==> config.mk <==
export PLATFORM = sky130hd
export DESIGN_NAME = tcp_regs
export DESIGN_NICKNAME = d
export VERILOG_FILES = /design/src/pkg/tcp_pkg.sv /design/src/hdl/tcp_fifo.sv /design/src/hdl/tcp_regs.sv
export VERILOG_INCLUDE_DIRS = /design/src /design/src/pkg
export SDC_FILE = /design/constraint.sdc
export NUM_CORES = 1
export LEC_CHECK = 0
export BUFFER_PORTS_ARGS = -buffer_cell sky130_fd_sc_hd__buf_2
export CAP_MARGIN = 5
export CORE_MARGIN = 4
export CORE_UTILIZATION = 35
export DETAILED_ROUTE_END_ITERATION = 10
export GPL_TIMING_DRIVEN = 1
export PLACE_DENSITY = 0.53
export SYNTH_ARGS = -nofsm -noshare
export SYNTH_HDL_FRONTEND = slang
export SYNTH_HIERARCHICAL = 1
export SYNTH_SLANG_ARGS = --single-unit
==> constraint.sdc <==
create_clock -name clk_sys -period 7.05 [get_ports clk_sys]
set_clock_uncertainty 0.05 [all_clocks]
set_input_delay 0.705 -clock clk_sys [delete_from_list [all_inputs] [get_ports clk_sys]]
set_output_delay 0.705 -clock clk_sys [all_outputs]
set_load 0.01 [all_outputs]
==> src/pkg/tcp_params.svh <==
/*
 * Offsets, field positions, reset values and key constants of the trim,
 * configuration and packet capture register bank.
 * Assumes an 8-bit register port and byte-wide register locations.
 */
`ifndef TCP_PARAMS_SVH
`define TCP_PARAMS_SVH

////////////////////////////////////////////////////////////////////////////////
// Register offsets
`define TCP_OFS_XTAL_TRIM     8'h5b
`define TCP_OFS_LNA_TEMP_TRIM 8'h5c
`define TCP_OFS_PTAT_TRIM     8'h5d
`define TCP_OFS_MISC          8'h5e
`define TCP_OFS_CHECKSUM      8'h5f
`define TCP_OFS_NVM_KEY       8'h60
`define TCP_OFS_ADC_TEMP      8'h6a
`define TCP_OFS_ADC_CH1       8'h6b
`define TCP_OFS_ADC_CH2       8'h6c
`define TCP_OFS_ADC_CH3       8'h6d
`define TCP_OFS_PKT_FIRST     8'h70
`define TCP_OFS_PKT_LAST      8'h7f
`define TCP_OFS_TEST_MUX      8'h80

////////////////////////////////////////////////////////////////////////////////
// Reset values
`define TCP_RST_XTAL_TRIM     8'h00
`define TCP_RST_LNA_TEMP_TRIM 8'h00
`define TCP_RST_PTAT_TRIM     8'h00
`define TCP_RST_MISC          8'h00
`define TCP_RST_NVM_KEY       8'h00
`define TCP_RST_TEST_MUX      8'h00

////////////////////////////////////////////////////////////////////////////////
// Fields and constants
`define TCP_NVM_UNLOCK_KEY    8'h95
`define TCP_MISC_WR_MASK      8'hf7
`define TCP_PKT_BITS          128
`define TCP_PKT_LEN_W         8
`define TCP_FIFO_DEPTH        32
`define TCP_FIFO_WIDTH        1

`endif

==> src/pkg/tcp_pkg.sv <==
/*
 * Types of the trim, configuration and packet capture register bank.
 * Assumes tcp_params.svh for all numeric constants.
 */
package tcp_pkg;

    // Test pin select codes; loop and pin-input codes serve both nibbles, DAC and PLL codes the ask nibble only
    typedef enum logic [3:0] {
        TCP_SEL_DEFAULT  = 4'h0,
        TCP_SEL_DAC      = 4'h4,
        TCP_SEL_LOOP     = 4'h7,
        TCP_SEL_PLL      = 4'ha,
        TCP_SEL_EE_CELL  = 4'hb,
        TCP_SEL_PIN_IN   = 4'hd
    } tcp_sel_code_e;

    typedef struct packed {
        logic [3:0] crystal_drive_trim;
        logic [1:0] fast_start_oscillator_coarse;
        logic [1:0] fast_start_oscillator_tempco;
    } tcp_xtal_s;

    typedef struct packed {
        logic [3:0] user_nibble;
        logic       reserved;
        logic       fsk_squelch_en;
        logic       fast_start_oscillator_slip_en;
        logic       fast_start_oscillator_autocomp_en;
    } tcp_misc_s;

    typedef struct packed {
        logic [3:0] fsk_sel;
        logic [3:0] ask_sel;
    } tcp_mux_s;

    typedef struct packed {
        logic [7:0] temperature;
        logic [7:0] channel_one;
        logic [7:0] channel_two;
        logic [7:0] channel_three;
    } tcp_adc_s;

    typedef struct packed {
        logic o;
        logic oe;
    } tcp_pin_drive_s;

endpackage

==> src/hdl/tcp_fifo.sv <==
/*
 * Small synchronous FIFO with a registered output word.
 * Assumes one clock, asynchronous active-low reset, DEPTH a power of two.
 */
`include "tcp_params.svh"

module tcp_fifo #(
    parameter int WIDTH = `TCP_FIFO_WIDTH,
    parameter int DEPTH = `TCP_FIFO_DEPTH
) (
    input  wire logic             clk_sys,
    input  wire logic             reset_n,
    input  wire logic             in_valid,
    output logic                  in_ready,
    input  wire logic [WIDTH-1:0] in_data,
    output logic                  out_valid,
    input  wire logic             out_ready,
    output logic [WIDTH-1:0]      out_data
);
    localparam int AW = $clog2(DEPTH);

    logic [WIDTH-1:0] mem_r [DEPTH];
    logic [AW-1:0]    wr_ptr_r;
    logic [AW-1:0]    rd_ptr_r;
    logic [AW:0]      count_r;
    logic             out_valid_r;
    logic [WIDTH-1:0] out_data_r;
    logic             push;
    logic             load;

    assign in_ready  = (count_r != (AW+1)'(DEPTH));
    assign push      = in_valid && in_ready;
    // Output word refills whenever it is empty or being taken and memory holds a word
    assign load      = (count_r != '0) && (!out_valid_r || out_ready);
    assign out_valid = out_valid_r;
    assign out_data  = out_data_r;

    always_ff @(posedge clk_sys) begin
        if (push) begin
            mem_r[wr_ptr_r] <= in_data;
        end
    end

    always_ff @(posedge clk_sys or negedge reset_n) begin
        if (!reset_n) begin
            wr_ptr_r <= '0;
            rd_ptr_r <= '0;
            count_r  <= '0;
        end else begin
            if (push) begin
                wr_ptr_r <= wr_ptr_r + 1'b1;
            end
            if (load) begin
                rd_ptr_r <= rd_ptr_r + 1'b1;
            end
            count_r <= count_r + (AW+1)'(push) - (AW+1)'(load);
        end
    end

    always_ff @(posedge clk_sys or negedge reset_n) begin
        if (!reset_n) begin
            out_valid_r <= 1'b0;
            out_data_r  <= '0;
        end else if (load) begin
            out_valid_r <= 1'b1;
            out_data_r  <= mem_r[rd_ptr_r];
        end else if (out_ready) begin
            out_valid_r <= 1'b0;
        end
    end

endmodule

==> src/hdl/tcp_regs.sv <==
/*
 * Trim, configuration, packet capture and analog test mux register bank.
 * Assumes a synchronous register port (read data one cycle after the
 * strobe), clock-recovery bits arriving as pulses synchronous to clk_sys,
 * and analog sources presented as digital levels per select code.
 */
// The implementer's own choice: the strobed register port.
// Functional notes
// Capture recovered bits into 128-bit shift register
// First bit becomes MSB of byte 0x70
// Capture only while packet length non-zero
// Memory writes allowed only with key 0x95
// Host restores key default after programming
// Checksum register shows memory contents value
// Misc: user nibble, squelch, slip, autocomp
// Four ADC results readable at 0x6a-0x6d
// Upper nibble selects fsk pin; 7 loops
// Upper code D: fsk pin becomes input
// Lower nibble selects ask pin; 7 loops
// Lower code D: ask pin feeds threshold
// Host selects code B for cell currents
// Lower code 4 drives power/slice DAC level
// Lower code A routes PLL test signals
// Crystal trim: drive 7:4, fast-start fields low
// Trims are plain storage driving controls
`include "tcp_params.svh"

module tcp_regs (
    input  wire logic                      clk_sys,
    input  wire logic                      reset_n,
    // Register port
    input  wire logic [7:0]                reg_addr,
    input  wire logic [7:0]                reg_wdata,
    input  wire logic                      reg_wr,
    input  wire logic                      reg_rd,
    output logic [7:0]                     reg_rdata,
    // Clock/data recovery stream
    input  wire logic                      cdr_baud,
    input  wire logic                      cdr_data,
    output logic                           cdr_ready,
    input  wire logic [`TCP_PKT_LEN_W-1:0] packet_length,
    // Memory engine
    input  wire logic [7:0]                nvm_checksum,
    output logic                           nvm_write_enable,
    // ADC results
    input  wire tcp_pkg::tcp_adc_s         adc_result,
    // Analog controls
    output tcp_pkg::tcp_xtal_s             xtal_ctrl,
    output logic [7:0]                     lna_temp_trim,
    output logic [7:0]                     ptat_trim,
    output tcp_pkg::tcp_misc_s             misc_ctrl,
    output tcp_pkg::tcp_mux_s              test_mux_sel,
    // Test pin sources, one level per select code
    input  wire logic [15:0]               fsk_src,
    input  wire logic [15:0]               ask_src,
    input  wire logic                      tx_active,
    input  wire logic                      dac_power_level,
    input  wire logic                      dac_slice_level,
    input  wire logic                      pll_test_level,
    // Test pins
    input  wire logic                      fsk_test_pin_i,
    output logic                           fsk_test_pin_o,
    output logic                           fsk_test_pin_oe,
    input  wire logic                      ask_test_pin_i,
    output logic                           ask_test_pin_o,
    output logic                           ask_test_pin_oe,
    output logic                           am_detector_in,
    output logic                           fsk_threshold_in
);

    ////////////////////////////////////////////////////////////////////////////
    // Register storage

    tcp_pkg::tcp_xtal_s xtal_r;
    logic [7:0]         lna_temp_r;
    logic [7:0]         ptat_r;
    tcp_pkg::tcp_misc_s misc_r;
    logic [7:0]         nvm_key_r;
    tcp_pkg::tcp_mux_s  mux_r;
    logic [7:0]         rdata_r;
    logic [7:0]         rdata_nxt;
    logic               wr_xtal;
    logic               wr_misc;
    logic               wr_key;
    logic               wr_mux;

    assign wr_xtal = reg_wr && (reg_addr == `TCP_OFS_XTAL_TRIM);
    assign wr_misc = reg_wr && (reg_addr == `TCP_OFS_MISC);
    assign wr_key  = reg_wr && (reg_addr == `TCP_OFS_NVM_KEY);
    assign wr_mux  = reg_wr && (reg_addr == `TCP_OFS_TEST_MUX);

    always_ff @(posedge clk_sys or negedge reset_n) begin
        if (!reset_n) begin
            xtal_r     <= `TCP_RST_XTAL_TRIM;
            lna_temp_r <= `TCP_RST_LNA_TEMP_TRIM;
            ptat_r     <= `TCP_RST_PTAT_TRIM;
        end else if (reg_wr) begin
            case (reg_addr)
                `TCP_OFS_XTAL_TRIM:     xtal_r     <= reg_wdata;
                `TCP_OFS_LNA_TEMP_TRIM: lna_temp_r <= reg_wdata;
                `TCP_OFS_PTAT_TRIM:     ptat_r     <= reg_wdata;
                default: begin
                end
            endcase
        end
    end

    // Bit 3 has no function, so it is held at zero and reads back zero
    always_ff @(posedge clk_sys or negedge reset_n) begin
        if (!reset_n) begin
            misc_r <= `TCP_RST_MISC;
        end else if (wr_misc) begin
            misc_r <= reg_wdata & `TCP_MISC_WR_MASK;
        end
    end

    // Any value other than the key locks the memory again
    always_ff @(posedge clk_sys or negedge reset_n) begin
        if (!reset_n) begin
            nvm_key_r <= `TCP_RST_NVM_KEY;
        end else if (wr_key) begin
            nvm_key_r <= reg_wdata;
        end
    end

    assign nvm_write_enable = (nvm_key_r == `TCP_NVM_UNLOCK_KEY);

    always_ff @(posedge clk_sys or negedge reset_n) begin
        if (!reset_n) begin
            mux_r <= `TCP_RST_TEST_MUX;
        end else if (wr_mux) begin
            mux_r <= reg_wdata;
        end
    end

    assign xtal_ctrl     = xtal_r;
    assign lna_temp_trim = lna_temp_r;
    assign ptat_trim     = ptat_r;
    assign misc_ctrl     = misc_r;
    assign test_mux_sel  = mux_r;

    ////////////////////////////////////////////////////////////////////////////
    // Packet capture path

    logic [`TCP_PKT_BITS-1:0] pkt_r;
    logic                     capture_en;
    logic                     fifo_out_valid;
    logic                     fifo_out_ready;
    logic                     fifo_out_data;
    logic                     fifo_in_ready;
    logic                     pkt_read;
    logic                     shift;

    assign capture_en = (packet_length != '0);
    // A packet read freezes the shifter so the byte stays coherent
    assign pkt_read   = reg_rd && (reg_addr >= `TCP_OFS_PKT_FIRST)
                        && (reg_addr <= `TCP_OFS_PKT_LAST);
    assign fifo_out_ready = !pkt_read;
    assign shift      = fifo_out_valid && fifo_out_ready;
    assign cdr_ready  = fifo_in_ready;

    tcp_fifo #(
        .WIDTH (`TCP_FIFO_WIDTH),
        .DEPTH (`TCP_FIFO_DEPTH)
    ) u_fifo (
        .clk_sys   (clk_sys),
        .reset_n   (reset_n),
        .in_valid  (cdr_baud && capture_en),
        .in_ready  (fifo_in_ready),
        .in_data   (cdr_data),
        .out_valid (fifo_out_valid),
        .out_ready (fifo_out_ready),
        .out_data  (fifo_out_data)
    );

    // New bits enter at bit 0, so the earliest ends at bit 127 (MSB of 0x70)
    always_ff @(posedge clk_sys or negedge reset_n) begin
        if (!reset_n) begin
            pkt_r <= '0;
        end else if (shift) begin
            pkt_r <= {pkt_r[`TCP_PKT_BITS-2:0], fifo_out_data};
        end
    end

    ////////////////////////////////////////////////////////////////////////////
    // Read path

    logic [3:0] pkt_idx;

    assign pkt_idx = reg_addr[3:0];

    always_comb begin
        rdata_nxt = 8'h00;
        if (pkt_read) begin
            rdata_nxt = pkt_r[`TCP_PKT_BITS-1-8*pkt_idx -: 8];
        end else begin
            case (reg_addr)
                `TCP_OFS_XTAL_TRIM:     rdata_nxt = xtal_r;
                `TCP_OFS_LNA_TEMP_TRIM: rdata_nxt = lna_temp_r;
                `TCP_OFS_PTAT_TRIM:     rdata_nxt = ptat_r;
                `TCP_OFS_MISC:          rdata_nxt = misc_r;
                `TCP_OFS_CHECKSUM:      rdata_nxt = nvm_checksum;
                `TCP_OFS_NVM_KEY:       rdata_nxt = nvm_key_r;
                `TCP_OFS_ADC_TEMP:      rdata_nxt = adc_result.temperature;
                `TCP_OFS_ADC_CH1:       rdata_nxt = adc_result.channel_one;
                `TCP_OFS_ADC_CH2:       rdata_nxt = adc_result.channel_two;
                `TCP_OFS_ADC_CH3:       rdata_nxt = adc_result.channel_three;
                `TCP_OFS_TEST_MUX:      rdata_nxt = mux_r;
                default:                rdata_nxt = 8'h00;
            endcase
        end
    end

    // Data stand only in the cycle after the strobe, zero otherwise
    always_ff @(posedge clk_sys or negedge reset_n) begin
        if (!reset_n) begin
            rdata_r <= 8'h00;
        end else if (reg_rd) begin
            rdata_r <= rdata_nxt;
        end else begin
            rdata_r <= 8'h00;
        end
    end

    assign reg_rdata = rdata_r;

    ////////////////////////////////////////////////////////////////////////////
    // Analog test mux

    tcp_pkg::tcp_pin_drive_s fsk_drv_nxt;
    tcp_pkg::tcp_pin_drive_s ask_drv_nxt;
    tcp_pkg::tcp_pin_drive_s fsk_drv_r;
    tcp_pkg::tcp_pin_drive_s ask_drv_r;

    always_comb begin
        fsk_drv_nxt.oe = 1'b1;
        fsk_drv_nxt.o  = fsk_src[mux_r.fsk_sel];
        case (mux_r.fsk_sel)
            tcp_pkg::TCP_SEL_LOOP:   fsk_drv_nxt.o  = ask_test_pin_i;
            tcp_pkg::TCP_SEL_PIN_IN: fsk_drv_nxt.oe = 1'b0;
            default: begin
            end
        endcase
    end

    // Code B needs no decode here; the cell-current source sits on ask_src
    always_comb begin
        ask_drv_nxt.oe = 1'b1;
        ask_drv_nxt.o  = ask_src[mux_r.ask_sel];
        case (mux_r.ask_sel)
            tcp_pkg::TCP_SEL_DAC:    ask_drv_nxt.o  = tx_active ? dac_power_level
                                                                : dac_slice_level;
            tcp_pkg::TCP_SEL_LOOP:   ask_drv_nxt.o  = fsk_test_pin_i;
            tcp_pkg::TCP_SEL_PLL:    ask_drv_nxt.o  = pll_test_level;
            tcp_pkg::TCP_SEL_PIN_IN: ask_drv_nxt.oe = 1'b0;
            default: begin
            end
        endcase
    end

    always_ff @(posedge clk_sys or negedge reset_n) begin
        if (!reset_n) begin
            fsk_drv_r <= '0;
            ask_drv_r <= '0;
        end else begin
            fsk_drv_r <= fsk_drv_nxt;
            ask_drv_r <= ask_drv_nxt;
        end
    end

    assign fsk_test_pin_o   = fsk_drv_r.o;
    assign fsk_test_pin_oe  = fsk_drv_r.oe;
    assign ask_test_pin_o   = ask_drv_r.o;
    assign ask_test_pin_oe  = ask_drv_r.oe;
    // Input paths are gated so a driven pin never leaks into the detectors
    assign am_detector_in   = !fsk_drv_r.oe && fsk_test_pin_i;
    assign fsk_threshold_in = !ask_drv_r.oe && ask_test_pin_i;
endmodule

* After elaboration in Yosys (flattened, before gate mapping)
Memory sizes are Yosys's and may differ from the RTL's. A register that Yosys moved wholly into a read port is not among the register bits.
Index checks and enable logic that the tools add are counted.
** Storage, ports and cells
- Output and inout bits :: 56
- Input port bits :: 108
- RAM bits :: 32
- Bits in registers :: 204
- Memories kept :: 1
** Cells by class
- Order comparisons :: 4
- Muxes and demuxes :: 16
- Reductions and logical operators :: 22
- Add/subtract/negate cells :: 5
- Equal/unequal tests :: 20
- Shifts and indexed selects :: 1
** Memory list
- u_fifo.mem_r :: words 32, width 1, read ports 1, clocked after Yosys merged registers in 1, wr ports 1, RTL line tcp_fifo.sv:22 : logic [WIDTH-1:0] mem_r [DEPTH];
** Operators with widths (number)
- $shiftx 135x33->8 :: 1
- $pmux 8 s11 :: 1
- $eq 8x7->1 const B :: 10
- $eq 8x8->1 const B :: 2
- $mux 8 :: 2
- $eq 4x3->1 const B :: 3
- $eq 4x4->1 const B :: 3
- $logic_and 1x1->1 :: 11
- $add 5x1->5 const B :: 2
- $lt 4x5->1 const B :: 2
- $mux 1 :: 10
- $bmux 1 s4 :: 2
- $ge 8x7->1 const B :: 1
- $le 8x7->1 const B :: 1
- $reduce_bool 8->1 :: 1
- $sub 7x7->8 const A :: 1
- $add 6x1->6 :: 1
- $ne 6x6->1 const B :: 1
- $reduce_and 2->1 :: 3
- $reduce_bool 6->1 :: 1
- $sub 6x1->6 :: 1
- $logic_not 1->1 :: 5
- $pmux 1 s3 :: 1
- $ne 2x1->1 const B :: 1
- $logic_or 1x1->1 :: 1

* Depth between registers and ports, before layout
Gate-level depths: netlist of run 1.
- Depth in word-level cells :: 7
- Depth in mapped cells :: 15

* Hierarchy
The synthesis of run 1 kept the hierarchy.
** By module, submodules not included
- tcp_regs :: sequential area each 4679.5 um^2, area an instance 9116.2 um^2, cells an instance 607, times used 1
- tcp_fifo :: sequential area each 1411.4 um^2, area an instance 2508.7 um^2, cells an instance 204, times used 1

* Worst setup path before layout of run 1
Ideal clock, no wire load.
- Kind :: input port to flip-flop
- From :: in reg_addr[7]
- To :: reg u_fifo.count_r[5]
- Arrival time :: 3.103 ns
- Stages :: 12
- Path buffers :: 1
- Path slack :: 3.797 ns
- Cell sequence :: and2b_1 -> nand4_1 -> clkbuf_1 -> inv_1 -> a21oi_2 -> ha_1 -> inv_1 -> ha_1 -> a21o_1 -> a21o_1 -> a21o_1 -> a311oi_1
** On the way
- Word-level cells in the longest chain between the ends :: 7
- Elaborated cells on any way between the ends :: 8
** RTL lines
- start, declared :: RTL line tcp_regs.sv:32 : input wire logic [7:0] reg_addr,
- $ge 8x7->1 (no line)
- $logic_and 1x1->1 :: RTL line tcp_regs.sv:156 : assign pkt_read = reg_rd && (reg_addr >= `TCP_OFS_PKT_FIRST)
- $logic_and 1x1->1 (*) :: RTL line tcp_regs.sv:156
- $logic_not 1->1 (*) :: RTL line tcp_regs.sv:158 : assign fifo_out_ready = !pkt_read;
- net fifo_out_ready :: RTL line tcp_regs.sv:148 : logic fifo_out_ready;
- $logic_or 1x1->1 (*) :: RTL line tcp_fifo.sv:34 : assign load = (count_r != '0) && (!out_valid_r || out_ready);
- $logic_and 1x1->1 (*) :: RTL line tcp_fifo.sv:34
- net u_fifo.load :: RTL line tcp_fifo.sv:29 : logic load;
- $sub 6x1->6 (*) :: RTL line tcp_fifo.sv:56 : count_r <= count_r + (AW+1)'(push) - (AW+1)'(load);
- end signal, assigned :: RTL line tcp_fifo.sv:56
- end, declared :: RTL line tcp_fifo.sv:25 : logic [AW:0] count_r;
The timed path passes the listed nets; every way through them passes the cells marked *.
A chain may end at the register's enable or synchronous reset.

* Worst setup path after layout of run 1
- From :: in reg_addr[6]
- To :: reg u_fifo.count_r[5]
** On the way
- Word-level cells in the longest chain between the ends :: 7
- Elaborated cells on any way between the ends :: 8
** RTL lines (RTL line)
- $ge 8x7->1 (no line)
- $logic_and 1x1->1 :: tcp_regs.sv:156
- $logic_and 1x1->1 (*) :: tcp_regs.sv:156
- $logic_not 1->1 (*) :: tcp_regs.sv:158
- $logic_or 1x1->1 (*) :: tcp_fifo.sv:34
- $logic_and 1x1->1 (*) :: tcp_fifo.sv:34
- net u_fifo.load :: tcp_fifo.sv:29
- $sub 6x1->6 (*) :: tcp_fifo.sv:56
Marks and branches as above.

==> results by group, run 1 <==
Min path
  – Hold Path Class: in2async

CTS
  – CTS Buf Count: 28
  – Htree depth: 1
  – Root cell of the clock tree: clkbuf_16
  – CTS tree: done
  – CTS sink count: ~240
  – Number of post-CTS setup repair buffers: 0
  – Max clock buf depth: 3
  – Worst-path clk slew: approximately 0.060 ns
  – Clock insertion delay at the later pin of the skew report: 0.53 ns
  – PostCTS Resize Cnt: 0
  – Hold Buf Count CTS: 0

Power and ir drop
  – Internal: 2.950 mW
  – VDD IR max: ~0.00021 V
  – Comb pwr share: 0.211
  – Clock Power Share: 0.341
  – Power Density: 301.9 nW/µm²
  – Switch Pwr: 1.152 mW
  – Reg power frac: 0.447
  – Switch share: 0.2809
  – Pleak: 6.180 nW

Global route
  – Gr ovfl total: 0
  – Initial antenna violation count: 0
  – Total track usage: 0.1508
  – First-pass GRT wire length: 43520 µm
  – Largest net degree at the start of global routing: 86
  – Vias in the first global route: 7620

STA
  – Ratio of final minimum period to clock period: 0.4469
  – Worst slew margin: 0.3048
  – Final hold slack: 0.1666 ns
  – Count of final setup violators: 0
  – Hold Fails Final Rpt: 0
  – Post-route minimum period: 3.151 ns
  – FMAX: 317.4 MHz
  – Tightest Pin Transition: around 1.0 ns
  – Max Slew Vio Count: 0
  – Setup Total Neg Slack: 0 ns
  – RSZ-0062 raised after global routing: false

Route
  – WL/cell: about 20 µm
  – Post-route ant nets: 0
  – Iteration-0 DRC Markers: 432
  – Drt pass-1 iters: 5
  – DR DRC count: 0
  – Total wire length: 27780 µm
  – DR vias/cell: 5.126
  – Vias: 7259

Synthesis
  – YS warnings: 6
  – Commonest cells in the synthesized netlist: dfrtp_1 (205), mux2_2 (185), nor2_1 (42)
  – Syn Inst Count: 811
  – Post-synth EDFFs: 32
  – Synth Cell Area: between 10000 and 15000 µm²
  – Top cell type's share of synthesized area: 0.4413
  – Seq/Total Area, Yosys: 0.5239
  – Most common cell in the netlist: dfrtp_1
  – Asr flop ratio synth: 0.8650
  – Syn_nets: just over 900
  – Post-synth top flop: dfrtp_1
  – Synthesized flop and latch total: 237
  – Count of cell types in the netlist: 72
  – Synth area leaders: dfrtp_1 (44%), mux2_2 (18%), edfxtp_1 (8.3%)
  – Syn_area_per_cell: 14.33 µm²
  – Synth area leader: dfrtp_1

Floorplanning
  – Core footprint: 32620 µm²
  – Die Y: 190.2 µm
  – Row count: 66
  – Die Width: 190.2 µm
  – Initial core utilization: 0.3564
  – Die area: 36190 µm²
  – Top Ports: 164

Setup path
  – CP Capture Type: flop
  – RR Endpoint: u_fifo/count_r[4]
  – Crit path max fanout: 18
  – Setup slack, reg-to-reg: 3.91 ns
  – Reg2Reg Depth: 13
  – Crit path DAT: ~3.5 ns
  – CP Launch Type: input pin
  – Worst r2r src: u_fifo/count_r[2]
  – Critical setup path kind: in2reg
  – WP data required: 7.42 ns

Finish
  – Area Growth Syn to Fin: 16.87%
  – Antenna Cells: 0
  – Layout cell share with drive strength beyond 1: 0.4610
  – Layout net count: 1079

Flow run
  – MaxCap Viol Count: 0

Outcome
  – Run status: complete, no violations

Placed design
  – Port bufs: between 150 and 200
  – Detailed Place HPWL: 19420 µm
  – Routability congestion estimate: 0.7709
==> critical path, stage by stage <==
cell	delay, ns
buf_2	0.13
and2b_1	0.24
nand4_1	0.22
buf_4	0.28
inv_1	0.08
a21oi_2	0.42
ha_1	0.28
inv_1	0.05
ha_1	0.26
a21o_1	0.15
a21o_1	0.21
a21o_1	0.18
a311oi_1	0.29
==> routing by layer <==
| layer | up-vias | GRT usage | wire length [µm] | share of wire |
|---|---|---|---|---|
| met3 | 30 | 0.02874 | 1765 | 0.064 |
| met5 | - | 0 | 0 | 0 |
| li1 | 3335 | - | - | - |
| met4 | 0 | 0.03370 | 442 | 0.016 |
| met2 | 203 | 0.2549 | 13250 | 0.48 |
| met1 | 3691 | 0.2035 | 12330 | 0.44 |
==> cells by family after synthesis <==
family / Yosys count / share of synthesized area
adders and majority gates: 15 / 0.01679
other: 1 / 0.0003226
AOI/OAI and AO/OA: 86 / 0.05457
buffers and inverters: 69 / 0.03756
and+or+nand+nor: 127 / 0.06232
xor gates and xnor gates: 10 / 0.007535
DFF: 237 / 0.5239
muxes: 266 / 0.2970
==> state kept, by name, summed over array words and instances (netlist names), 8 cells and up <==
name	cells
lna_temp_trim	8
xtal_ctrl	8
u_fifo/mem_r	32
nvm_key_r	8
pkt_r	128
reg_rdata	8
test_mux_sel	8
ptat_trim	8
==> power groups by stage <==
stage | Combinational, mW | Clock, mW | Sequential (mW)
final | 0.867 | 1.40 | 1.83
after global routing | 0.970 | 1.51 | 1.87
after CTS | 0.884 | 1.45 | 1.84
after detailed placement | 0.879 | 0 | 1.87
after global placement | 0.863 | 0 | 1.86
after floorplan | 0.744 | 0 | 1.75
==> how the worst max path moves through the flow <==
stage,from,cells past startpoint,end
after floorplan,reg_addr[7],12,u_fifo/count_r[5]
after global placement,reg_addr[6],15,u_fifo/count_r[4]
after detailed placement,reg_addr[6],15,u_fifo/count_r[4]
after CTS,u_fifo/count_r[2],11,u_fifo/count_r[5]
after global routing,u_fifo/count_r[2],11,u_fifo/count_r[5]
final,reg_addr[6],13,u_fifo/count_r[5]
==> cell usage in the layout (no fill, tap or decap), drive strengths merged, types with 14 or more instances in the layout <==
| cell type | synthesis | final |
|---|---|---|
| mux2 | 186 | 186 |
| mux4 | 43 | 43 |
| dfrtp | 205 | 205 |
| nor2 | 43 | 43 |
| ha | 14 | 14 |
| edfxtp | 32 | 32 |
| o21ai | 18 | 18 |
| inv | 20 | 20 |
| mux2i | 37 | 37 |
| buf | 37 | 163 |
| nand2 | 26 | 26 |
| clkbuf | 12 | 46 |
==> metrics by stage <==
stage | power [mW] | utilization | cell area, µm² | worst slack [ns] | std cells
6_report | 4.102 | 0.4165 | 13590 | 3.899 | 1416
5_1_grt | 4.352 | 0.4165 | 13590 | 3.651 | 1416
4_1_cts | 4.175 | 0.4165 | 13590 | 3.869 | 1416
3_5_place_dp | 2.745 | 0.3885 | 12670 | 3.397 | 1368
3_3_place_gp | 2.726 | 0.3885 | 12670 | 3.401 | 1368
2_1_floorplan | 2.489 | - | 11620 | 3.797 | 811
==> layout make-up <==
class | instances | area [µm²]
fill | 3049 | 19030
sequential | 237 | 6091
multi-input combinational | 505 | 5105
clock buffer | 45 | 897.1
timing repair buffer | 164 | 847.1
tap | 442 | 553.0
inverter | 20 | 75.07
clock inverter | 3 | 17.52
(Power assumes the default switching activity.)
==> run 2, diff against run 1 <==
Clock period 7.05 ns to 3.3 ns, I/O delays scaled along.
==> results by group, run 2 (synthesized netlist as in run 1, its figures left out) <==
Setup path
  – Critical setup path kind: reg2reg
  – Crit path DAT: 3.17 ns (-0.35 ns)
  – Slowest-stage cell, CP: nor4bb_1
  – Top cell by count, worst path: inv_1
  – Worst-path cell chain: inv_1 > ha_1 > nor4bb_1 > a21oi_2 > ha_1 > inv_1 > ha_1 > inv_1 > fa_1 > inv_1 > a21oi_1 > o21bai_1 > xor2_1
  – WP data required: 3.70 ns (-3.72 ns)
  – Setup slack, reg-to-reg: 0.53 ns (-3.38 ns)
  – Slowest cell delay on critical path: 0.52 ns (+0.10 ns)
  – CP Launch Type: flop
  – Crit path max fanout: 2 (-16)
  – CP Capture Type: flop

Finish
  – Largest registers: pkt_r x128, u_fifo/mem_r x32
  – Area Growth Syn to Fin: 16.96% (about the same)
  – Layout cell share with drive strength beyond 1: 0.4596 (-0.001416)
  – Max reg flops: 128 (unchanged)
  – Most frequent cells in the layout: dfrtp_1 (205), mux2_2 (185), buf_2 (156)
  – Layout net count: 1085 (+0.56%)
  – Most common cell after layout, fill and taps aside: dfrtp_1
  – Post-layout util: 0.4168 (about the same)
  – Largest register by flop count: pkt_r

STA
  – Setup Total Neg Slack: 0 ns (unchanged)
  – FMAX: 361.4 MHz
  – Count of final setup violators: 0 (unchanged)
  – Tightest Pin Transition: 0.7562 ns (-0.2866 ns)
  – Post-route minimum period: about 2.8 ns
  – Ratio of final minimum period to clock period: 0.8385
  – Hold Fails Final Rpt: 0 (unchanged)
  – RSZ-0062 raised after global routing: false
  – Max Slew Vio Count: 0 (unchanged)
  – Worst slew margin: 0.4959 (+0.1911)

Route
  – Iteration-0 DRC Markers: 432 (unchanged)
  – DR DRC count: 0 (unchanged)
  – Total wire length: 28220 µm (+1.6%)
  – Drt pass-1 iters: 4 (-1)
  – WL/cell: 19.87 µm (+1.3%)
  – Post-route ant nets: 0 (unchanged)
  – DR vias/cell: 5.184 (+1.1%)
  – Vias: 7361 (+1.4%)

CTS
  – Hold Buf Count CTS: 1 (+1)
  – CTS sink count: 237 (unchanged)
  – CTS tree: done
  – CTS Buf Count: 27 (-3.6%)
  – Worst-path clk slew: 0.06 ns (about the same)
  – PostCTS Resize Cnt: 0 (unchanged)
  – Htree depth: 1 (unchanged)
  – Root cell of the clock tree: clkbuf_16
  – Number of post-CTS setup repair buffers: 0 (unchanged)
  – Max clock buf depth: 3 (unchanged)
  – Clock insertion delay at the later pin of the skew report: 0.53 ns (about the same)

Power and ir drop
  – Tot Pwr: 8.587 mW (+110%)
  – Power Density: 631.6 nW/µm² (+110%)
  – VDD IR max: 0.0005058 V (+140%)
  – Pleak: 6.176 nW (about the same)

Global route
  – Initial antenna violation count: 0 (unchanged)
  – Vias in the first global route: 7659 (+0.51%)
  – Total track usage: 0.1536 (+0.002837)
  – Gr ovfl total: 0 (unchanged)
  – First-pass GRT wire length: 44680 µm (+2.7%)
  – Largest net degree at the start of global routing: 77 (-10%)

Placed design
  – Port bufs: 158 (unchanged)
  – Routability congestion estimate: 0.7848 (+1.8%)
  – Detailed Place HPWL: 19790 µm (+1.9%)

Floorplanning
  – Row count: 66 (unchanged)
  – Initial core utilization: 0.3564 (unchanged)
  – Die Width: 190.2 µm (unchanged)
  – Core footprint: 32620 µm² (unchanged)
  – Top Ports: 164 (unchanged)
  – Die Y: 190.2 µm (unchanged)
  – Die area: 36190 µm² (unchanged)

Outcome
  – Run status: complete, no violations

Min path
  – Hold Path Class: in2reg

Flow run
  – MaxCap Viol Count: 0 (unchanged)
run 2: cell count changes in the layout (fill, tap and decap cells not counted):
cell and delta:
buf_12 +4, clkbuf_8 -2, inv_6 +1, clkinv_2 -2, clkbuf_16 -3, dlygate4sd3_1 +1
clkbuf_1 +2, buf_4 +2, diode_2 +1
run 2: critical path, delay by kind of cell, from the launching register on:
kind | cells | cell delay [ns]
and+or+nand+nor | 1 | 0.52
buffers and inverters | 4 | 0.26
xor gates and xnor gates | 1 | 0.15
adders and majority gates | 4 | 1.03
DFF | 1 | 0.38
AOI/OAI and AO/OA | 3 | 0.30
run 2: power by group:
| group | total [mW] | internal [mW] | switching, mW |
|---|---|---|---|
| Clock | 2.78 | 1.65 | 1.13 |
| Sequential | 3.92 | 3.45 | 0.477 |
| Combinational | 1.88 | 1.03 | 0.854 |
| Total | 8.59 | 6.12 | 2.46 |
run 2: cell type report:
class,instances,area (µm²)
Clock inverter,2,16.27
Sequential cell,237,6091
Clock buffer,42,802.0
Multi-Input combinational cell,505,5105
Tap cell,442,553.0
Timing Repair Buffer,171,952.2
Inverter,20,75.07
Antenna cell,1,2.502
Fill cell,3041,19020
run 2: path summary, 6_finish.rpt:
check,from,cells after the start,endpoint
setup / recovery,u_fifo/count_r[3],13,u_fifo/count_r[4]
hold / removal,reg_wdata[3],2,xtal_ctrl[3]
setup reg to reg,u_fifo/count_r[3],13,u_fifo/count_r[4]
hold reg to reg,u_fifo/rd_ptr_r[4],1,u_fifo/rd_ptr_r[4]
max in group asynchronous,reset_n,3,u_fifo/wr_ptr_r[2]
min in group asynchronous,reset_n,2,pkt_r[100]
run 2: stage by stage:
step                setup slack, ns  hold WS (ns)  instances  instance area (µm²)
floorplan                    0.4221      -0.01559        811                11620
global route                 0.2901       0.04324       1419                13590
finish                       0.5329       0.05923       1420                13600
CTS                          0.4851       0.03013       1419                13590
global placement             0.4859        0.3597       1374                12770
detailed placement           0.4738        0.3565       1374                12770
run 2: per-layer routing:
layer,track usage,vias up,part of all wire
met5,0,-,0
met4,0.03177,0,0.015
met3,0.02710,24,0.065
met2,0.2535,211,0.47
met1,0.2153,3762,0.45
li1,-,3364,-
==> run 3, diff against run 2 <==
Clock period 3.3 ns to 2.55 ns, I/O delays scaled along.
==> results by group, run 3 (synthesized netlist as in run 1, its figures left out) <==
Setup path
  – CP Launch Type: flop
  – Crit path DAT: 2.80 ns (-0.37 ns)
  – WP data required: 2.93 ns (-0.77 ns)
  – Slowest-stage cell, CP: dfrtp_1
  – Top Family by Delay on Critical Path: compound AO/OA/AOI/OAI gates
  – Buf+Inv Stages, Crit Path: 3 (-1)
  – Critical setup path kind: reg2reg
  – CP Capture Type: flop
  – Worst-path cell chain: inv_2 > ha_4 > nor4bb_4 > buf_4 > a21oi_4 > ha_4 > inv_2 > ha_4 > a21o_1 > a21o_1 > a21o_1 > a311oi_1
  – Crit path max fanout: 3 (+1)
  – Slowest cell delay on critical path: 0.38 ns (-0.14 ns)

Flow run
  – MaxCap Viol Count: 0 (unchanged)

Route
  – Iteration-0 DRC Markers: 431 (-0.23%)
  – Total wire length: 28770 µm (+1.9%)
  – Post-route ant nets: 0 (unchanged)
  – DR DRC count: 0 (unchanged)
  – Drt pass-1 iters: 5 (+1)
  – WL/cell: 19.73 µm (-0.73%)
  – Vias: 7530 (+2.3%)
  – DR vias/cell: 5.165 (-0.37%)

STA
  – Max Slew Vio Count: 0 (unchanged)
  – Hold Fails Final Rpt: 0 (unchanged)
  – Count of final setup violators: 0 (unchanged)
  – Final worst slack: 0.1245 ns (-0.4084 ns)
  – Ratio of final minimum period to clock period: 0.9512 (+0.1127)
  – Worst slew margin: 0.5420 (+0.04617)
  – Tightest Pin Transition: 0.6855 ns (-0.07074 ns)
  – RSZ-0062 raised after global routing: true
  – FMAX: 412.3 MHz (+14%)
  – Post-route minimum period: 2.425 ns (-0.3416 ns)

Floorplanning
  – Die Y: 190.2 µm (unchanged)
  – Die area: 36190 µm² (unchanged)
  – Top Ports: 164 (unchanged)
  – Initial core utilization: 0.3564 (unchanged)
  – Die Width: 190.2 µm (unchanged)
  – Core footprint: 32620 µm² (unchanged)
  – Row count: 66 (unchanged)

Global route
  – Total track usage: 0.1555 (+0.001902)
  – Gr ovfl total: 0 (unchanged)
  – First-pass GRT wire length: 44910 µm (+0.49%)
  – Largest net degree at the start of global routing: 64 (-17%)
  – Vias in the first global route: 7819 (+2.1%)
  – Initial antenna violation count: 0 (unchanged)

Finish
  – Max reg flops: 128 (unchanged)
  – Non-Filler Instances: 1458 (+2.7%)
  – Layout cell share with drive strength beyond 1: 0.4892 (+0.02960)
  – Most common cell after layout, fill and taps aside: dfrtp_1
  – Post-layout util: 0.4311 (+0.01423)
  – Largest register by flop count: pkt_r
  – Fin area: 14060 µm² (+3.4%)
  – Most frequent cells in the layout: dfrtp_1 (205), mux2_2 (185), buf_2 (156)
  – Antenna Cells: 0 (-1)
  – Area Growth Syn to Fin: 20.96%
  – Fillers: 3026 (-0.49%)
  – Layout net count: 1118 (+3.0%)
  – Largest registers: pkt_r x128, u_fifo/mem_r x32

Placed design
  – Post-Place Setup Slack: -0.08491 ns (-0.5587 ns)
  – Port bufs: 158 (unchanged)
  – Dpl cells: 1400 (+1.9%)
  – Detailed Place HPWL: 20550 µm (+3.8%)
  – Placed Area: 13010 µm² (+1.9%)
  – Routability congestion estimate: 0.7860 (+0.15%)

CTS
  – CTS tree: done
  – Htree depth: 1 (unchanged)
  – Root cell of the clock tree: clkbuf_16
  – Worst-path clk slew: 0.06 ns (about the same)
  – Clock insertion delay at the later pin of the skew report: 0.54 ns (about the same)
  – CTS sink count: 237 (unchanged)
  – Max clock buf depth: 3 (unchanged)
  – CTS Buf Count: 27 (unchanged)

Power and ir drop
  – Power Density: 830.9 nW/µm² (+32%)
  – VDD IR max: 0.0005471 V (+8.2%)
  – Pleak: 6.404 nW (+3.7%)

Outcome
  – Run status: complete, no violations

Min path
  – Hold Path Class: in2reg
[run 3: cell count changes in the layout (fill, tap and decap cells not counted), moves of 4 or more]
cell,delta
inv_2,+6
buf_4,+26
dlygate4sd3_1,+4
clkinv_2,+4
inv_1,-6
[run 3: cell type report]
| type | instances | area [µm²] | area share |
|---|---|---|---|
| Clock buffer | 39 | 770.7 | 0.05481 |
| Inverter | 20 | 75.07 | 0.005339 |
| Sequential cell | 237 | 6091 | 0.4332 |
| Tap cell | 442 | 553.0 | 0.03933 |
| Multi-Input combinational cell | 505 | 5189 | 0.3690 |
| Clock inverter | 11 | 135.1 | 0.009610 |
| Timing Repair Buffer | 204 | 1247 | 0.08872 |
[run 3: per-layer routing]
| layer | share of wire | routed length, µm | vias to the layer above | global-route usage |
|---|---|---|---|---|
| li1 | - | - | 3420 | - |
| met1 | 0.44 | 12780 | 3850 | 0.2133 |
| met2 | 0.47 | 13600 | 226 | 0.2572 |
| met3 | 0.063 | 1806 | 34 | 0.02874 |
| met4 | 0.020 | 578 | 0 | 0.04006 |
| met5 | 0 | 0 | - | 0 |
[run 3: stage by stage]
step	hold slack, ns	power (mW)	TNS, ns
CTS	0.01780	11.76	0
global placement	0.2497	7.647	-0.09058
global route	0.02787	12.34	-0.04080
finish	0.03781	11.68	0
detailed placement	0.2458	7.710	-0.1444
floorplan	-0.09059	6.891	-0.03226
[run 3: report_power, final]
part | switching (mW) | total (mW) | internal [mW]
combinational | 1.21 | 2.71 | 1.50
clock | 1.53 | 3.92 | 2.40
sequential | 0.585 | 5.05 | 4.46
[run 3: final timing paths]
check	slack (ns)	end	cells past startpoint	startpoint
setup reg to reg	0.12	u_fifo/count_r[5]	12	u_fifo/count_r[3]
hold / removal	0.04	nvm_key_r[1]	2	reg_wdata[1]
max in group asynchronous	1.34	u_fifo/count_r[5]	3	reset_n
hold reg to reg	0.43	u_fifo/rd_ptr_r[4]	1	u_fifo/rd_ptr_r[4]
setup / recovery	0.12	u_fifo/count_r[5]	12	u_fifo/count_r[3]
min in group asynchronous	0.24	pkt_r[125]	2	reset_n
[run 3: repair_timing]
action,4_1_cts,5_1_grt
hold buffers,5,0
gates resized for setup,6,9
endpoints found under the hold margin,83,0
buffers inserted,2,1
pin swaps,4,8
endpoints found under the setup margin,2,2
